$ cat config.mk
export PLATFORM = sky130hd
export DESIGN_NAME = gmc_top
export DESIGN_NICKNAME = d
export VERILOG_FILES = /design/src/pkg/gmc_pkg.sv /design/src/pkg/gmc_arb_if.sv /design/src/verilog/gmc_arb.sv /design/src/verilog/gmc_top.sv
export SDC_FILE = /design/constraint.sdc
export NUM_CORES = 2
export LEC_CHECK = 0
export ABC_AREA = 1
export BUFFER_PORTS_ARGS = -buffer_cell sky130_fd_sc_hd__buf_2
export CAP_MARGIN = 10
export CORE_AREA = 5 5 352 354
export CTS_CLUSTER_SIZE = 12
export DETAILED_ROUTE_END_ITERATION = 12
export DIE_AREA = 0 0 357 359
export SYNTH_ARGS = -nofsm -noshare
export SYNTH_HDL_FRONTEND = slang
export SYNTH_SLANG_ARGS = --single-unit
$ cat constraint.sdc
create_clock -name I_MCLK -period 23.3 [get_ports I_MCLK]
set_clock_uncertainty 0.05 [all_clocks]
set_input_delay 1.165 -clock I_MCLK [delete_from_list [all_inputs] [get_ports I_MCLK]]
set_output_delay 1.165 -clock I_MCLK [all_outputs]
set_load 0.05 [all_outputs]
$ cat src/pkg/gmc_pkg.sv
// package: constants, types and summary for the graphics memory controller
//Contract
// - grant refresh, capture, display, host, draw in order
// - host sees memory as linear random-access window
// - 16-bit pixel is alpha plus three 5-bit fields
// - 8-bit pixel is a palette index
// - depth is unsigned, 8-bit or 16-bit mode
// - depth takes two bytes or one per pixel
// - flag buffer one bit per pixel, guard lines
// - texture 16-bit alpha only during texture mapping
// - capture word packs Y0 Cb low, Y1 Cr high
// - 32-bit pixel B G R alpha; never drawn
// - frames up to 4096 square, 32-pixel granular
// - textures addressable up to 4096 square
// - six display layers, own frame each
// - two 64x64 8-bit cursor patterns fetched
// - single buffer fetch wraps at frame edges
// - buffer swap only in blanking, auto or asked
// - double buffering per layer two to five
// - row bits on low outputs, bank above
// - 256M x16 uses 13 bits, bank on 14:13
// - 64M x32 uses 11 bits, bank on 12:11
// - fast-cycle part uses 11 bits, bank on 11
`default_nettype none
package gmc_pkg;
  localparam int CLK_NS = 5;
  localparam int TRCD_NS = 15;
  localparam int TRCD_CYC = (TRCD_NS + CLK_NS - 1) / CLK_NS;
  localparam int TRP_NS = 15;
  localparam int TRP_CYC = (TRP_NS + CLK_NS - 1) / CLK_NS;
  localparam int TRFC_NS = 60;
  localparam int TRFC_CYC = (TRFC_NS + CLK_NS - 1) / CLK_NS;
  localparam int REF_NS = 7800;
  localparam int REF_CYC = REF_NS / CLK_NS;
  localparam int CAS_CYC = 2;
  localparam int AW = 25;
  localparam int DW = 32;
  localparam int MAW = 15;
  localparam int NLAYER = 6;
  localparam int NCUR = 2;
  localparam int NREQ = 5;
  localparam int REQ_REF = 0;
  localparam int REQ_CAP = 1;
  localparam int REQ_DISP = 2;
  localparam int REQ_HOST = 3;
  localparam int REQ_DRW = 4;
  localparam logic [3:0] CMD_NOP = 4'h7;
  localparam logic [3:0] CMD_ACT = 4'h3;
  localparam logic [3:0] CMD_RD = 4'h5;
  localparam logic [3:0] CMD_WR = 4'h4;
  localparam logic [3:0] CMD_REF = 4'h1;
  localparam logic [7:0] CNT_RST = 8'h00;
  typedef enum logic [2:0] {
    MT_SD64X16, MT_SD128X16, MT_SD256X16, MT_SD64X32, MT_SD128X32, MT_FC16X16
  } gmc_memtype_t;
  typedef enum logic [1:0] {PF_IDX8, PF_RGB16, PF_RGB32} gmc_pixfmt_t;
  typedef enum logic [1:0] {DK_FRAME, DK_DEPTH, DK_FLAG, DK_TEX} gmc_drwkind_t;
endpackage
`default_nettype wire

$ cat src/pkg/gmc_arb_if.sv
// interface: requests, grant and completion between arbiter and sequencer
`default_nettype none
interface gmc_arb_if;
  logic [gmc_pkg::NREQ-1:0] req;
  logic [gmc_pkg::NREQ-1:0] gnt;
  logic start;
  logic done;
  logic busy;
  modport arb (input req, input done, output gnt, output start, output busy);
  modport ctl (output req, output done, input gnt, input start, input busy);
endinterface
`default_nettype wire

$ cat src/verilog/gmc_arb.sv
// module: fixed-priority memory arbiter holding a grant until the access ends
`default_nettype none
module gmc_arb (
  // clock and reset
  input wire logic i_clk,
  input wire logic i_rst,
  // requests and grant
  gmc_arb_if.arb arb
);
  import gmc_pkg::*;

  logic busy_ff;
  logic [NREQ-1:0] owner_ff;
  logic [NREQ-1:0] pick;

  // lowest index is highest priority
  function automatic logic [NREQ-1:0] first_set(input logic [NREQ-1:0] r);
    return r & (~r + NREQ'(1));
  endfunction

  assign pick = first_set(arb.req);
  assign arb.start = !busy_ff && (|arb.req);
  assign arb.gnt = busy_ff ? owner_ff : pick;
  assign arb.busy = busy_ff;

  always_ff @(posedge i_clk) begin
    if (i_rst) begin
      busy_ff <= 1'b0;
      owner_ff <= '0;
    end else if (arb.start) begin
      busy_ff <= 1'b1;
      owner_ff <= pick;
    end else if (arb.done) begin
      busy_ff <= 1'b0;
    end
  end
endmodule
`default_nettype wire

$ cat src/verilog/gmc_top.sv
// module: graphics memory controller, requesters, address maps, sequencer
`default_nettype none
module gmc_top (
  // clock and reset
  input wire logic I_MCLK,
  input wire logic I_RST,
  // configuration
  input wire gmc_pkg::gmc_memtype_t i_MEMORY_TYPE_CONFIG,
  // host window
  input wire logic i_HOST_REQ,
  input wire logic i_HOST_WE,
  input wire logic [gmc_pkg::AW-1:0] i_HOST_ADDR,
  input wire logic [3:0] i_HOST_BE,
  input wire logic [gmc_pkg::DW-1:0] i_HOST_WDATA,
  // video capture
  input wire logic i_CAP_REQ,
  input wire logic [gmc_pkg::AW-1:0] i_CAP_ADDR,
  input wire logic [7:0] i_CAP_Y0,
  input wire logic [7:0] i_CAP_CB,
  input wire logic [7:0] i_CAP_Y1,
  input wire logic [7:0] i_CAP_CR,
  // display fetch
  input wire logic i_DISP_REQ,
  input wire logic i_DISP_CURSOR,
  input wire logic [2:0] i_DISP_LAYER,
  input wire logic [12:0] i_DISP_X,
  input wire logic [12:0] i_DISP_Y,
  input wire logic i_VBLANK,
  input wire logic i_AUTO_FLIP,
  input wire logic [5:2] i_FLIP_REQ,
  input wire logic [5:2] i_DBUF_EN,
  input wire logic [gmc_pkg::NLAYER-1:0][gmc_pkg::AW-1:0] i_LAYER_ORG_A,
  input wire logic [gmc_pkg::NLAYER-1:0][gmc_pkg::AW-1:0] i_LAYER_ORG_B,
  input wire gmc_pkg::gmc_pixfmt_t [gmc_pkg::NLAYER-1:0] i_LAYER_FMT,
  input wire logic [gmc_pkg::NLAYER-1:0][7:0] i_LAYER_W32,
  input wire logic [gmc_pkg::NLAYER-1:0][12:0] i_LAYER_H,
  input wire logic [gmc_pkg::NCUR-1:0][gmc_pkg::AW-1:0] i_CUR_BASE,
  // drawing engine
  input wire logic i_DRW_REQ,
  input wire logic i_DRW_WE,
  input wire gmc_pkg::gmc_drwkind_t i_DRW_KIND,
  input wire logic i_DRW_16BPP,
  input wire logic [11:0] i_DRW_X,
  input wire logic [11:0] i_DRW_Y,
  input wire logic [15:0] i_DRW_WDATA,
  input wire logic [gmc_pkg::AW-1:0] i_DRW_BASE,
  input wire logic [7:0] i_DRW_W32,
  // memory pins
  output logic [gmc_pkg::MAW-1:0] o_MEMORY_ADDRESS_OUTPUTS,
  output logic o_MEM_CS_N,
  output logic o_MEM_RAS_N,
  output logic o_MEM_CAS_N,
  output logic o_MEM_WE_N,
  output logic [3:0] o_MEM_DQM,
  output logic [gmc_pkg::DW-1:0] o_MEM_DQ_OUT,
  output logic o_MEM_DQ_OE,
  input wire logic [gmc_pkg::DW-1:0] i_MEM_DQ_IN,
  // answers
  output logic [gmc_pkg::NREQ-1:0] o_ACK,
  output logic [gmc_pkg::DW-1:0] o_RDATA,
  output logic [7:0] o_PIX_R,
  output logic [7:0] o_PIX_G,
  output logic [7:0] o_PIX_B,
  output logic o_PIX_ALPHA,
  output logic [7:0] o_PIX_IDX,
  output logic o_PIX_IS_IDX,
  output logic [15:0] o_DRW_Z,
  output logic o_TEX_ALPHA,
  output logic [gmc_pkg::NLAYER-1:0] o_DISP_BUF_SEL
);
  import gmc_pkg::*;

  typedef enum logic [2:0] {ST_IDLE, ST_REF, ST_RCD, ST_CAS, ST_RP} gmc_state_t;

  gmc_arb_if arb_if();

  gmc_arb u_arb (
    .i_clk(I_MCLK),
    .i_rst(I_RST),
    .arb(arb_if)
  );

  ////////////////////////////////////////////////////////////////////////////
  // offset past frame edge folds back to the start
  function automatic logic [12:0] wrap_off(input logic [12:0] v, input logic [12:0] lim);
    return (v >= lim) ? v - lim : v;
  endfunction

  function automatic logic [MAW-1:0] ma_map(input gmc_memtype_t t, input logic [12:0] a,
                                            input logic [1:0] ba);
    logic [MAW-1:0] m;
    m = '0;
    unique case (t)
      MT_SD256X16: m = {ba, a};
      MT_SD64X32: m = {2'b00, ba, a[10:0]};
      MT_FC16X16: m = {3'b000, ba[0], a[10:0]};
      MT_SD64X16, MT_SD128X16, MT_SD128X32: m = {1'b0, ba, a[11:0]};
      default: m = '0;
    endcase
    return m;
  endfunction

  function automatic logic [7:0] ex5(input logic [4:0] c);
    return {c, c[4:2]};
  endfunction

  ////////////////////////////////////////////////////////////////////////////
  // refresh timer
  logic [10:0] ref_cnt_ff;
  logic ref_pend_ff;
  logic ref_tick;
  assign ref_tick = (ref_cnt_ff == 11'(REF_CYC - 1));

  always_ff @(posedge I_MCLK) begin
    if (I_RST) begin
      ref_cnt_ff <= '0;
      ref_pend_ff <= 1'b0;
    end else begin
      ref_cnt_ff <= ref_tick ? '0 : ref_cnt_ff + 11'h001;
      ref_pend_ff <= ref_tick || (ref_pend_ff && !(arb_if.start && arb_if.gnt[REQ_REF]));
    end
  end

  ////////////////////////////////////////////////////////////////////////////
  // double buffer flip, only while blanking
  logic [NLAYER-1:0] buf_sel_ff;
  logic [5:2] flip_pend_ff;
  logic vblank_d_ff;
  logic [5:2] flip_now;
  assign flip_now = {4{i_VBLANK}} & i_DBUF_EN &
                    (flip_pend_ff | {4{i_AUTO_FLIP && i_VBLANK && !vblank_d_ff}});

  always_ff @(posedge I_MCLK) begin
    if (I_RST) begin
      buf_sel_ff <= '0;
      flip_pend_ff <= '0;
      vblank_d_ff <= 1'b0;
    end else begin
      vblank_d_ff <= i_VBLANK;
      buf_sel_ff[5:2] <= buf_sel_ff[5:2] ^ flip_now;
      flip_pend_ff <= (i_FLIP_REQ & i_DBUF_EN) | (flip_pend_ff & ~flip_now);
    end
  end
  assign o_DISP_BUF_SEL = buf_sel_ff;

  ////////////////////////////////////////////////////////////////////////////
  // display and cursor fetch address
  logic [12:0] disp_w;
  logic [12:0] disp_xw;
  logic [12:0] disp_yw;
  logic [AW-1:0] disp_pix;
  logic [AW-1:0] disp_org;
  logic [AW-1:0] cur_addr;
  logic [AW-1:0] disp_addr;
  gmc_pixfmt_t disp_fmt;
  assign disp_w = {i_LAYER_W32[i_DISP_LAYER][7:0], 5'h00};
  assign disp_xw = wrap_off(i_DISP_X, disp_w);
  assign disp_yw = wrap_off(i_DISP_Y, i_LAYER_H[i_DISP_LAYER]);
  assign disp_pix = AW'(disp_yw) * AW'(disp_w) + AW'(disp_xw);
  assign disp_org = buf_sel_ff[i_DISP_LAYER] ? i_LAYER_ORG_B[i_DISP_LAYER] :
                    i_LAYER_ORG_A[i_DISP_LAYER];
  assign cur_addr = i_CUR_BASE[i_DISP_LAYER[0]] + AW'({i_DISP_Y[5:0], i_DISP_X[5:0]});
  assign disp_fmt = i_DISP_CURSOR ? PF_IDX8 : i_LAYER_FMT[i_DISP_LAYER];
  assign disp_addr = i_DISP_CURSOR ? cur_addr :
                     disp_org + (disp_pix << disp_fmt);

  ////////////////////////////////////////////////////////////////////////////
  // drawing address: frame, depth, flag and texture
  logic [12:0] drw_w;
  logic [AW-1:0] drw_pix;
  logic [AW-1:0] flag_pix;
  logic [AW-1:0] drw_off;
  logic [AW-1:0] drw_addr;
  logic drw_half;
  logic [3:0] drw_be;
  assign drw_w = {i_DRW_W32, 5'h00};
  assign drw_pix = AW'(i_DRW_Y) * AW'(drw_w) + AW'(i_DRW_X);
  assign flag_pix = (AW'(i_DRW_Y) + AW'(1)) * AW'(drw_w) + AW'(i_DRW_X);
  // only 8 and 16 bits per pixel can be drawn
  assign drw_half = i_DRW_16BPP && (i_DRW_KIND != DK_FLAG);
  assign drw_off = (i_DRW_KIND == DK_FLAG) ? (flag_pix >> 3) :
                   (drw_half ? (drw_pix << 1) : drw_pix);
  assign drw_addr = i_DRW_BASE + drw_off;
  assign drw_be = drw_half ? (drw_addr[1] ? 4'hc : 4'h3) : (4'h1 << drw_addr[1:0]);

  ////////////////////////////////////////////////////////////////////////////
  // request selection
  logic [NREQ-1:0] g;
  logic [AW-1:0] sel_addr;
  logic sel_we;
  logic [DW-1:0] sel_wdata;
  logic [3:0] sel_be;
  logic [DW-1:0] cap_word;
  assign arb_if.req = {i_DRW_REQ, i_HOST_REQ, i_DISP_REQ, i_CAP_REQ, ref_pend_ff};
  assign g = arb_if.gnt;
  assign cap_word = {i_CAP_Y1, i_CAP_CR, i_CAP_Y0, i_CAP_CB};
  assign sel_addr = g[REQ_CAP] ? i_CAP_ADDR : g[REQ_DISP] ? disp_addr :
                    g[REQ_HOST] ? i_HOST_ADDR : drw_addr;
  assign sel_we = g[REQ_CAP] || (g[REQ_HOST] && i_HOST_WE) || (g[REQ_DRW] && i_DRW_WE);
  assign sel_wdata = g[REQ_CAP] ? cap_word : g[REQ_HOST] ? i_HOST_WDATA :
                     (drw_half ? {2{i_DRW_WDATA}} : {4{i_DRW_WDATA[7:0]}});
  assign sel_be = g[REQ_CAP] ? 4'hf : g[REQ_HOST] ? i_HOST_BE : drw_be;

  ////////////////////////////////////////////////////////////////////////////
  // access latch
  logic [AW-1:0] addr_ff;
  logic we_ff;
  logic [DW-1:0] wdata_ff;
  logic [3:0] be_ff;
  gmc_pixfmt_t fmt_ff;
  gmc_drwkind_t kind_ff;
  logic z16_ff;
  always_ff @(posedge I_MCLK) begin
    if (I_RST) begin
      addr_ff <= '0;
      we_ff <= 1'b0;
      wdata_ff <= '0;
      be_ff <= '0;
      fmt_ff <= PF_IDX8;
      kind_ff <= DK_FRAME;
      z16_ff <= 1'b0;
    end else if (arb_if.start) begin
      addr_ff <= sel_addr;
      we_ff <= sel_we;
      wdata_ff <= sel_wdata;
      be_ff <= sel_be;
      fmt_ff <= disp_fmt;
      kind_ff <= i_DRW_KIND;
      z16_ff <= i_DRW_16BPP;
    end
  end

  ////////////////////////////////////////////////////////////////////////////
  // sequencer
  gmc_state_t st_ff;
  gmc_state_t nxt_st;
  logic [7:0] cnt_ff;
  logic [7:0] nxt_cnt;
  logic [3:0] nxt_cmd;
  logic [MAW-1:0] nxt_ma;
  logic nxt_oe;
  logic rd_cap;
  logic wr_issue;
  logic cnt_zero;
  assign cnt_zero = (cnt_ff == 8'h00);
  assign arb_if.done = ((st_ff == ST_RP) || (st_ff == ST_REF)) && cnt_zero;
  assign rd_cap = (st_ff == ST_CAS) && cnt_zero;
  assign wr_issue = (st_ff == ST_RCD) && cnt_zero && we_ff;

  always_comb begin
    nxt_st = st_ff;
    nxt_cnt = cnt_zero ? cnt_ff : cnt_ff - 8'h01;
    nxt_cmd = CMD_NOP;
    nxt_ma = '0;
    nxt_oe = 1'b0;
    unique case (st_ff)
      ST_IDLE: begin
        if (arb_if.start && g[REQ_REF]) begin
          nxt_cmd = CMD_REF;
          nxt_st = ST_REF;
          nxt_cnt = 8'(TRFC_CYC - 1);
        end else if (arb_if.start) begin
          nxt_cmd = CMD_ACT;
          nxt_ma = ma_map(i_MEMORY_TYPE_CONFIG, sel_addr[24:12], sel_addr[11:10]);
          nxt_st = ST_RCD;
          nxt_cnt = 8'(TRCD_CYC - 1);
        end
      end
      ST_RCD: begin
        if (cnt_zero) begin
          nxt_cmd = we_ff ? CMD_WR : CMD_RD;
          // column with auto precharge on address bit ten
          nxt_ma = ma_map(i_MEMORY_TYPE_CONFIG, {5'h01, addr_ff[9:2]} << 2, addr_ff[11:10]);
          nxt_oe = we_ff;
          nxt_st = we_ff ? ST_RP : ST_CAS;
          nxt_cnt = we_ff ? 8'(TRP_CYC) : 8'(CAS_CYC);
        end
      end
      ST_CAS: begin
        if (cnt_zero) begin
          nxt_st = ST_RP;
          nxt_cnt = 8'(TRP_CYC - 1);
        end
      end
      ST_RP, ST_REF: begin
        if (cnt_zero) begin
          nxt_st = ST_IDLE;
        end
      end
    endcase
  end

  always_ff @(posedge I_MCLK) begin
    if (I_RST) begin
      st_ff <= ST_IDLE;
      cnt_ff <= CNT_RST;
      {o_MEM_CS_N, o_MEM_RAS_N, o_MEM_CAS_N, o_MEM_WE_N} <= CMD_NOP;
      o_MEMORY_ADDRESS_OUTPUTS <= '0;
      o_MEM_DQ_OE <= 1'b0;
      o_MEM_DQ_OUT <= '0;
      o_MEM_DQM <= 4'hf;
    end else begin
      st_ff <= nxt_st;
      cnt_ff <= nxt_cnt;
      {o_MEM_CS_N, o_MEM_RAS_N, o_MEM_CAS_N, o_MEM_WE_N} <= nxt_cmd;
      o_MEMORY_ADDRESS_OUTPUTS <= nxt_ma;
      o_MEM_DQ_OE <= nxt_oe;
      o_MEM_DQ_OUT <= nxt_oe ? wdata_ff : '0;
      o_MEM_DQM <= nxt_oe ? ~be_ff : 4'h0;
    end
  end

  ////////////////////////////////////////////////////////////////////////////
  // read data decode
  logic [7:0] rd_byte;
  logic [15:0] rd_half;
  assign rd_byte = 8'(i_MEM_DQ_IN >> {addr_ff[1:0], 3'b000});
  assign rd_half = addr_ff[1] ? i_MEM_DQ_IN[31:16] : i_MEM_DQ_IN[15:0];

  always_ff @(posedge I_MCLK) begin
    if (I_RST) begin
      o_ACK <= '0;
      o_RDATA <= '0;
      {o_PIX_R, o_PIX_G, o_PIX_B, o_PIX_ALPHA, o_PIX_IDX, o_PIX_IS_IDX} <= '0;
      o_DRW_Z <= '0;
      o_TEX_ALPHA <= 1'b0;
    end else begin
      o_ACK <= (rd_cap || wr_issue) ? g : '0;
      if (rd_cap) begin
        o_RDATA <= i_MEM_DQ_IN;
      end
      if (rd_cap && g[REQ_DISP]) begin
        unique case (fmt_ff)
          PF_IDX8: {o_PIX_R, o_PIX_G, o_PIX_B, o_PIX_ALPHA, o_PIX_IDX, o_PIX_IS_IDX} <=
                   {25'h0, rd_byte, 1'b1};
          PF_RGB16: {o_PIX_R, o_PIX_G, o_PIX_B, o_PIX_ALPHA, o_PIX_IDX, o_PIX_IS_IDX} <=
                    {ex5(rd_half[14:10]), ex5(rd_half[9:5]), ex5(rd_half[4:0]),
                     rd_half[15], 9'h0};
          PF_RGB32: {o_PIX_R, o_PIX_G, o_PIX_B, o_PIX_ALPHA, o_PIX_IDX, o_PIX_IS_IDX} <=
                    {i_MEM_DQ_IN[23:0], i_MEM_DQ_IN[31], 9'h0};
          default: o_PIX_IS_IDX <= 1'b0;
        endcase
      end
      if (rd_cap && g[REQ_DRW] && kind_ff == DK_DEPTH) begin
        o_DRW_Z <= z16_ff ? rd_half : {8'h00, rd_byte};
      end
      if (rd_cap && g[REQ_DRW] && kind_ff == DK_TEX) begin
        o_TEX_ALPHA <= z16_ff && rd_half[15];
      end
    end
  end
endmodule
`default_nettype wire

==> run_results.csv <==
group,metric,value,unit
status,status,"finished, final reports clean",
drt,wl_per_cell,22.0,um
pwr,power_density,149,nW/um^2
logic_synthesis,synth_top_cells_by_area,"dfxtp_1 (15%), nand2_1 (14%), fa_1 (13%), ha_1 (9.3%), inv_1 (8.1%)",
clock_tree,cts.clk_slew.worst_paths,0.06,ns
clock_tree,clock-sinks,235,
grt,grt_pass1_vias,34500,
clock_tree,cts_buffer_depth,3,
clock_tree,worstSkewPairLatency,0.57,ns
sta,tightest_slew,1.27,ns
grt,antenna_found_initial,89,
logic_synthesis,ys_seq_elements,235,
critical_path,critPathMostFrequentCell,"nand2_1",
grt,grt_util_all_layers,23.5,%
logic_synthesis,synth.most_common_cell,"nand2_1",
drt,wl,159,mm
hold_path,hold_depth,2,
placement,io_buffers,861,
cells_and_area,utilization,31.2,%
logic_synthesis,synth_edf_count,0,
sta,setup_violations,0,
grt,grt_pass1_wl,228,mm
die,die_w,357,um
logic_synthesis,synth_cell_types,67,
critical_path,r2r_cells,30,
grt,grt_max_degree,101,
clock_tree,cts_setup_buffers,0,
pwr,leakage,19.2,nW
logic_synthesis,ys_async_sr_fraction,0,%
placement,dp_hpwl,134,mm
drt,first_pass_iters,9,
logic_synthesis,yosys_warnings,0,
critical_path,arrival,13.12,ns
critical_path,cp-start-kind,"primary input",
clock_tree,cts_tree,"built",
logic_synthesis,synth_common_cells,"nand2_1 (1141), inv_1 (670), nor2_1 (522), o21ai_0 (413), a21oi_1 (400)",
drt,vias,36200,
die,row_count,128,
die,die_area,128000,um^2
logic_synthesis,syn_area,31000,um^2
critical_path,required,23.71,ns
sta,drv_slew,0,
drt,drt_iter0_drc,3244,
logic_synthesis,dominantRegCellSynth,"dfxtp_1",
critical_path,cp_max_fo,25,
die,die_h,359,um
logic_synthesis,synthCells,4867,
sta,timing.fmax,0.0787,GHz
sta,setup_tns,0,ns
critical_path,cp_slowest_cell,"nor2_1",
logic_synthesis,synth.top_cell.area_share,15.2,%
drt,vias_per_cell,4.99,
sta,hold_violations,0,
cells_and_area,fin_cells,7253,
cells_and_area,finalInstanceArea,37700,um^2
logic_synthesis,avgSynthCellArea,6.36,um^2
hold_path,min_path_type,"reg2reg",
critical_path,max_stage_delay,1.04,ns
logic_synthesis,yosysTopAreaCell,"dfxtp_1",
sta,rsz0062_at_grt,"no",
flow_run,maxCapViolations,0,
cells_and_area,num-nets-final,6762,
clock_tree,ctsResizeCount,0,
drt,antenna_left,0,
cells_and_area,syn_to_final_growth,21.8,%
placement,placed_area,36800,um^2
critical_path,r2r_setup_slack,17.73,ns
clock_tree,postCtsHoldBufs,0,
clock_tree,htree_levels,1,
sta,period_minus_slack,12.71,ns
grt,overflow,0,
die,io_pins,915,
clock_tree,cts_buffers,27,
placement,globalplace.congestion,0.981,
critical_path,cp-end-kind,"register",
cells_and_area,drive_gt1_share,18.4,%
critical_path,worstSetupPathType,"in2reg",
sta,holdWs,0.352,ns
sta,period_share,54.6,%
pwr,peakVddDrop,128,uV
die,core_area,121000,um^2
placement,dp.cells,7165,
logic_synthesis,seq_area_frac_synth,15.2,%
sta,slew_headroom,15.5,%
die,initial_utilization,25.6,%
cells_and_area,fillers,13700,
drt,drc,0,
clock_tree,clock_tree.root_cell,"clkbuf_16",
kinds of logic (layout without fill, tap and decap cells):
logic type	count (synthesis)	after routing	synth area share [%]
mux	11	11	0.360
buf+inv	913	1629	11.2
xor+xnor	126	126	3.64
simple gates	2073	2073	27.6
other cells	1	46	0.0121
fa+ha+maj	428	428	22.1
flops	235	235	15.2
compound gates	1080	1080	19.9
placed cells by master (no fill, tap or decap), types with 63 or more instances in the layout:
cell / instances
a21oi_1: 400
buf_2: 860
nor2_1: 515
xor2_1: 73
dfxtp_1: 235
nand2_1: 1139
nand3_1: 248
inv_1: 668
o21ai_0: 412
ha_1: 230
nand4_1: 63
fa_1: 198
worst paths after layout:
kind	start	to
setup / recovery	i_DISP_LAYER[1]	o_MEMORY_ADDRESS_OUTPUTS[12]
hold / removal	wdata_ff[29]	o_MEM_DQ_OUT[29]
setup reg to reg	o_DISP_BUF_SEL[3]	o_MEMORY_ADDRESS_OUTPUTS[12]
hold reg to reg	wdata_ff[29]	o_MEM_DQ_OUT[29]
metrics by stage:
| step | power (mW) | setup WS, ns |
|---|---|---|
| global placement | 5.16 | 10.27 |
| global route | 6.25 | 9.75 |
| CTS | 5.59 | 10.81 |
| floorplan | 3.89 | 13.01 |
| detailed placement | 5.15 | 10.29 |
| finish | 5.60 | 10.59 |
critical path, delay by kind of cell:
family	cells	cell delay (ns)
AND/OR/NAND/NOR	26	5.04
adder cells (fa/ha/maj)	7	3.08
AO/OA/AOI/OAI	8	2.28
buffers and inverters	9	1.22
XOR/XNOR	2	0.29
state kept, by name, summed over array words and instances (netlist names), 3 cells and up:
| name | cells |
|---|---|
| addr_ff | 12 |
| o_MEM_DQM | 4 |
| cnt_ff | 8 |
| ref_cnt_ff | 11 |
| o_PIX_R | 8 |
| flip_pend_ff | 4 |
| o_PIX_B | 8 |
| o_RDATA | 32 |
| st_ff | 3 |
| o_DISP_BUF_SEL | 4 |
| o_DRW_Z | 16 |
| o_PIX_IDX | 8 |
| o_ACK | 5 |
| be_ff | 4 |
| o_MEM_DQ_OUT | 32 |
| o_MEMORY_ADDRESS_OUTPUTS | 15 |
| o_PIX_G | 8 |
| wdata_ff | 32 |
| u_arb.owner_ff | 5 |
routing by layer:
| layer | routed length [um] | vias up | part of all wire, % | global-route usage (%) |
|---|---|---|---|---|
| li1 | - | 17300 | - | - |
| met1 | 66400 | 17000 | 42 | 30.6 |
| met2 | 72200 | 1569 | 45 | 38.5 |
| met3 | 13000 | 297 | 8.2 | 4.20 |
| met4 | 7630 | 16 | 4.8 | 9.74 |
| met5 | 110 | - | 0.069 | 0 |
where the power goes:
part | internal (mW) | leakage (nW) | switching, mW
combinational | 1.59 | 16.9 | 3.14
sequential | 0.439 | 1.92 | 0.0211
clock | 0.227 | 0.395 | 0.181
total | 2.26 | 19.2 | 3.34
area by class of cell:
type	instances	area [um^2]	area share, %
timing repair buffer	902	4620	12.3
antenna	43	108	0.285
tap	1625	2030	5.39
sequential	235	4700	12.5
multi-input combinational	3721	22900	60.6
inverter	682	2570	6.81
clock buffer	34	712	1.89
clock inverter	11	100	0.266
Note: power is estimated with default switching activity, not from simulation.
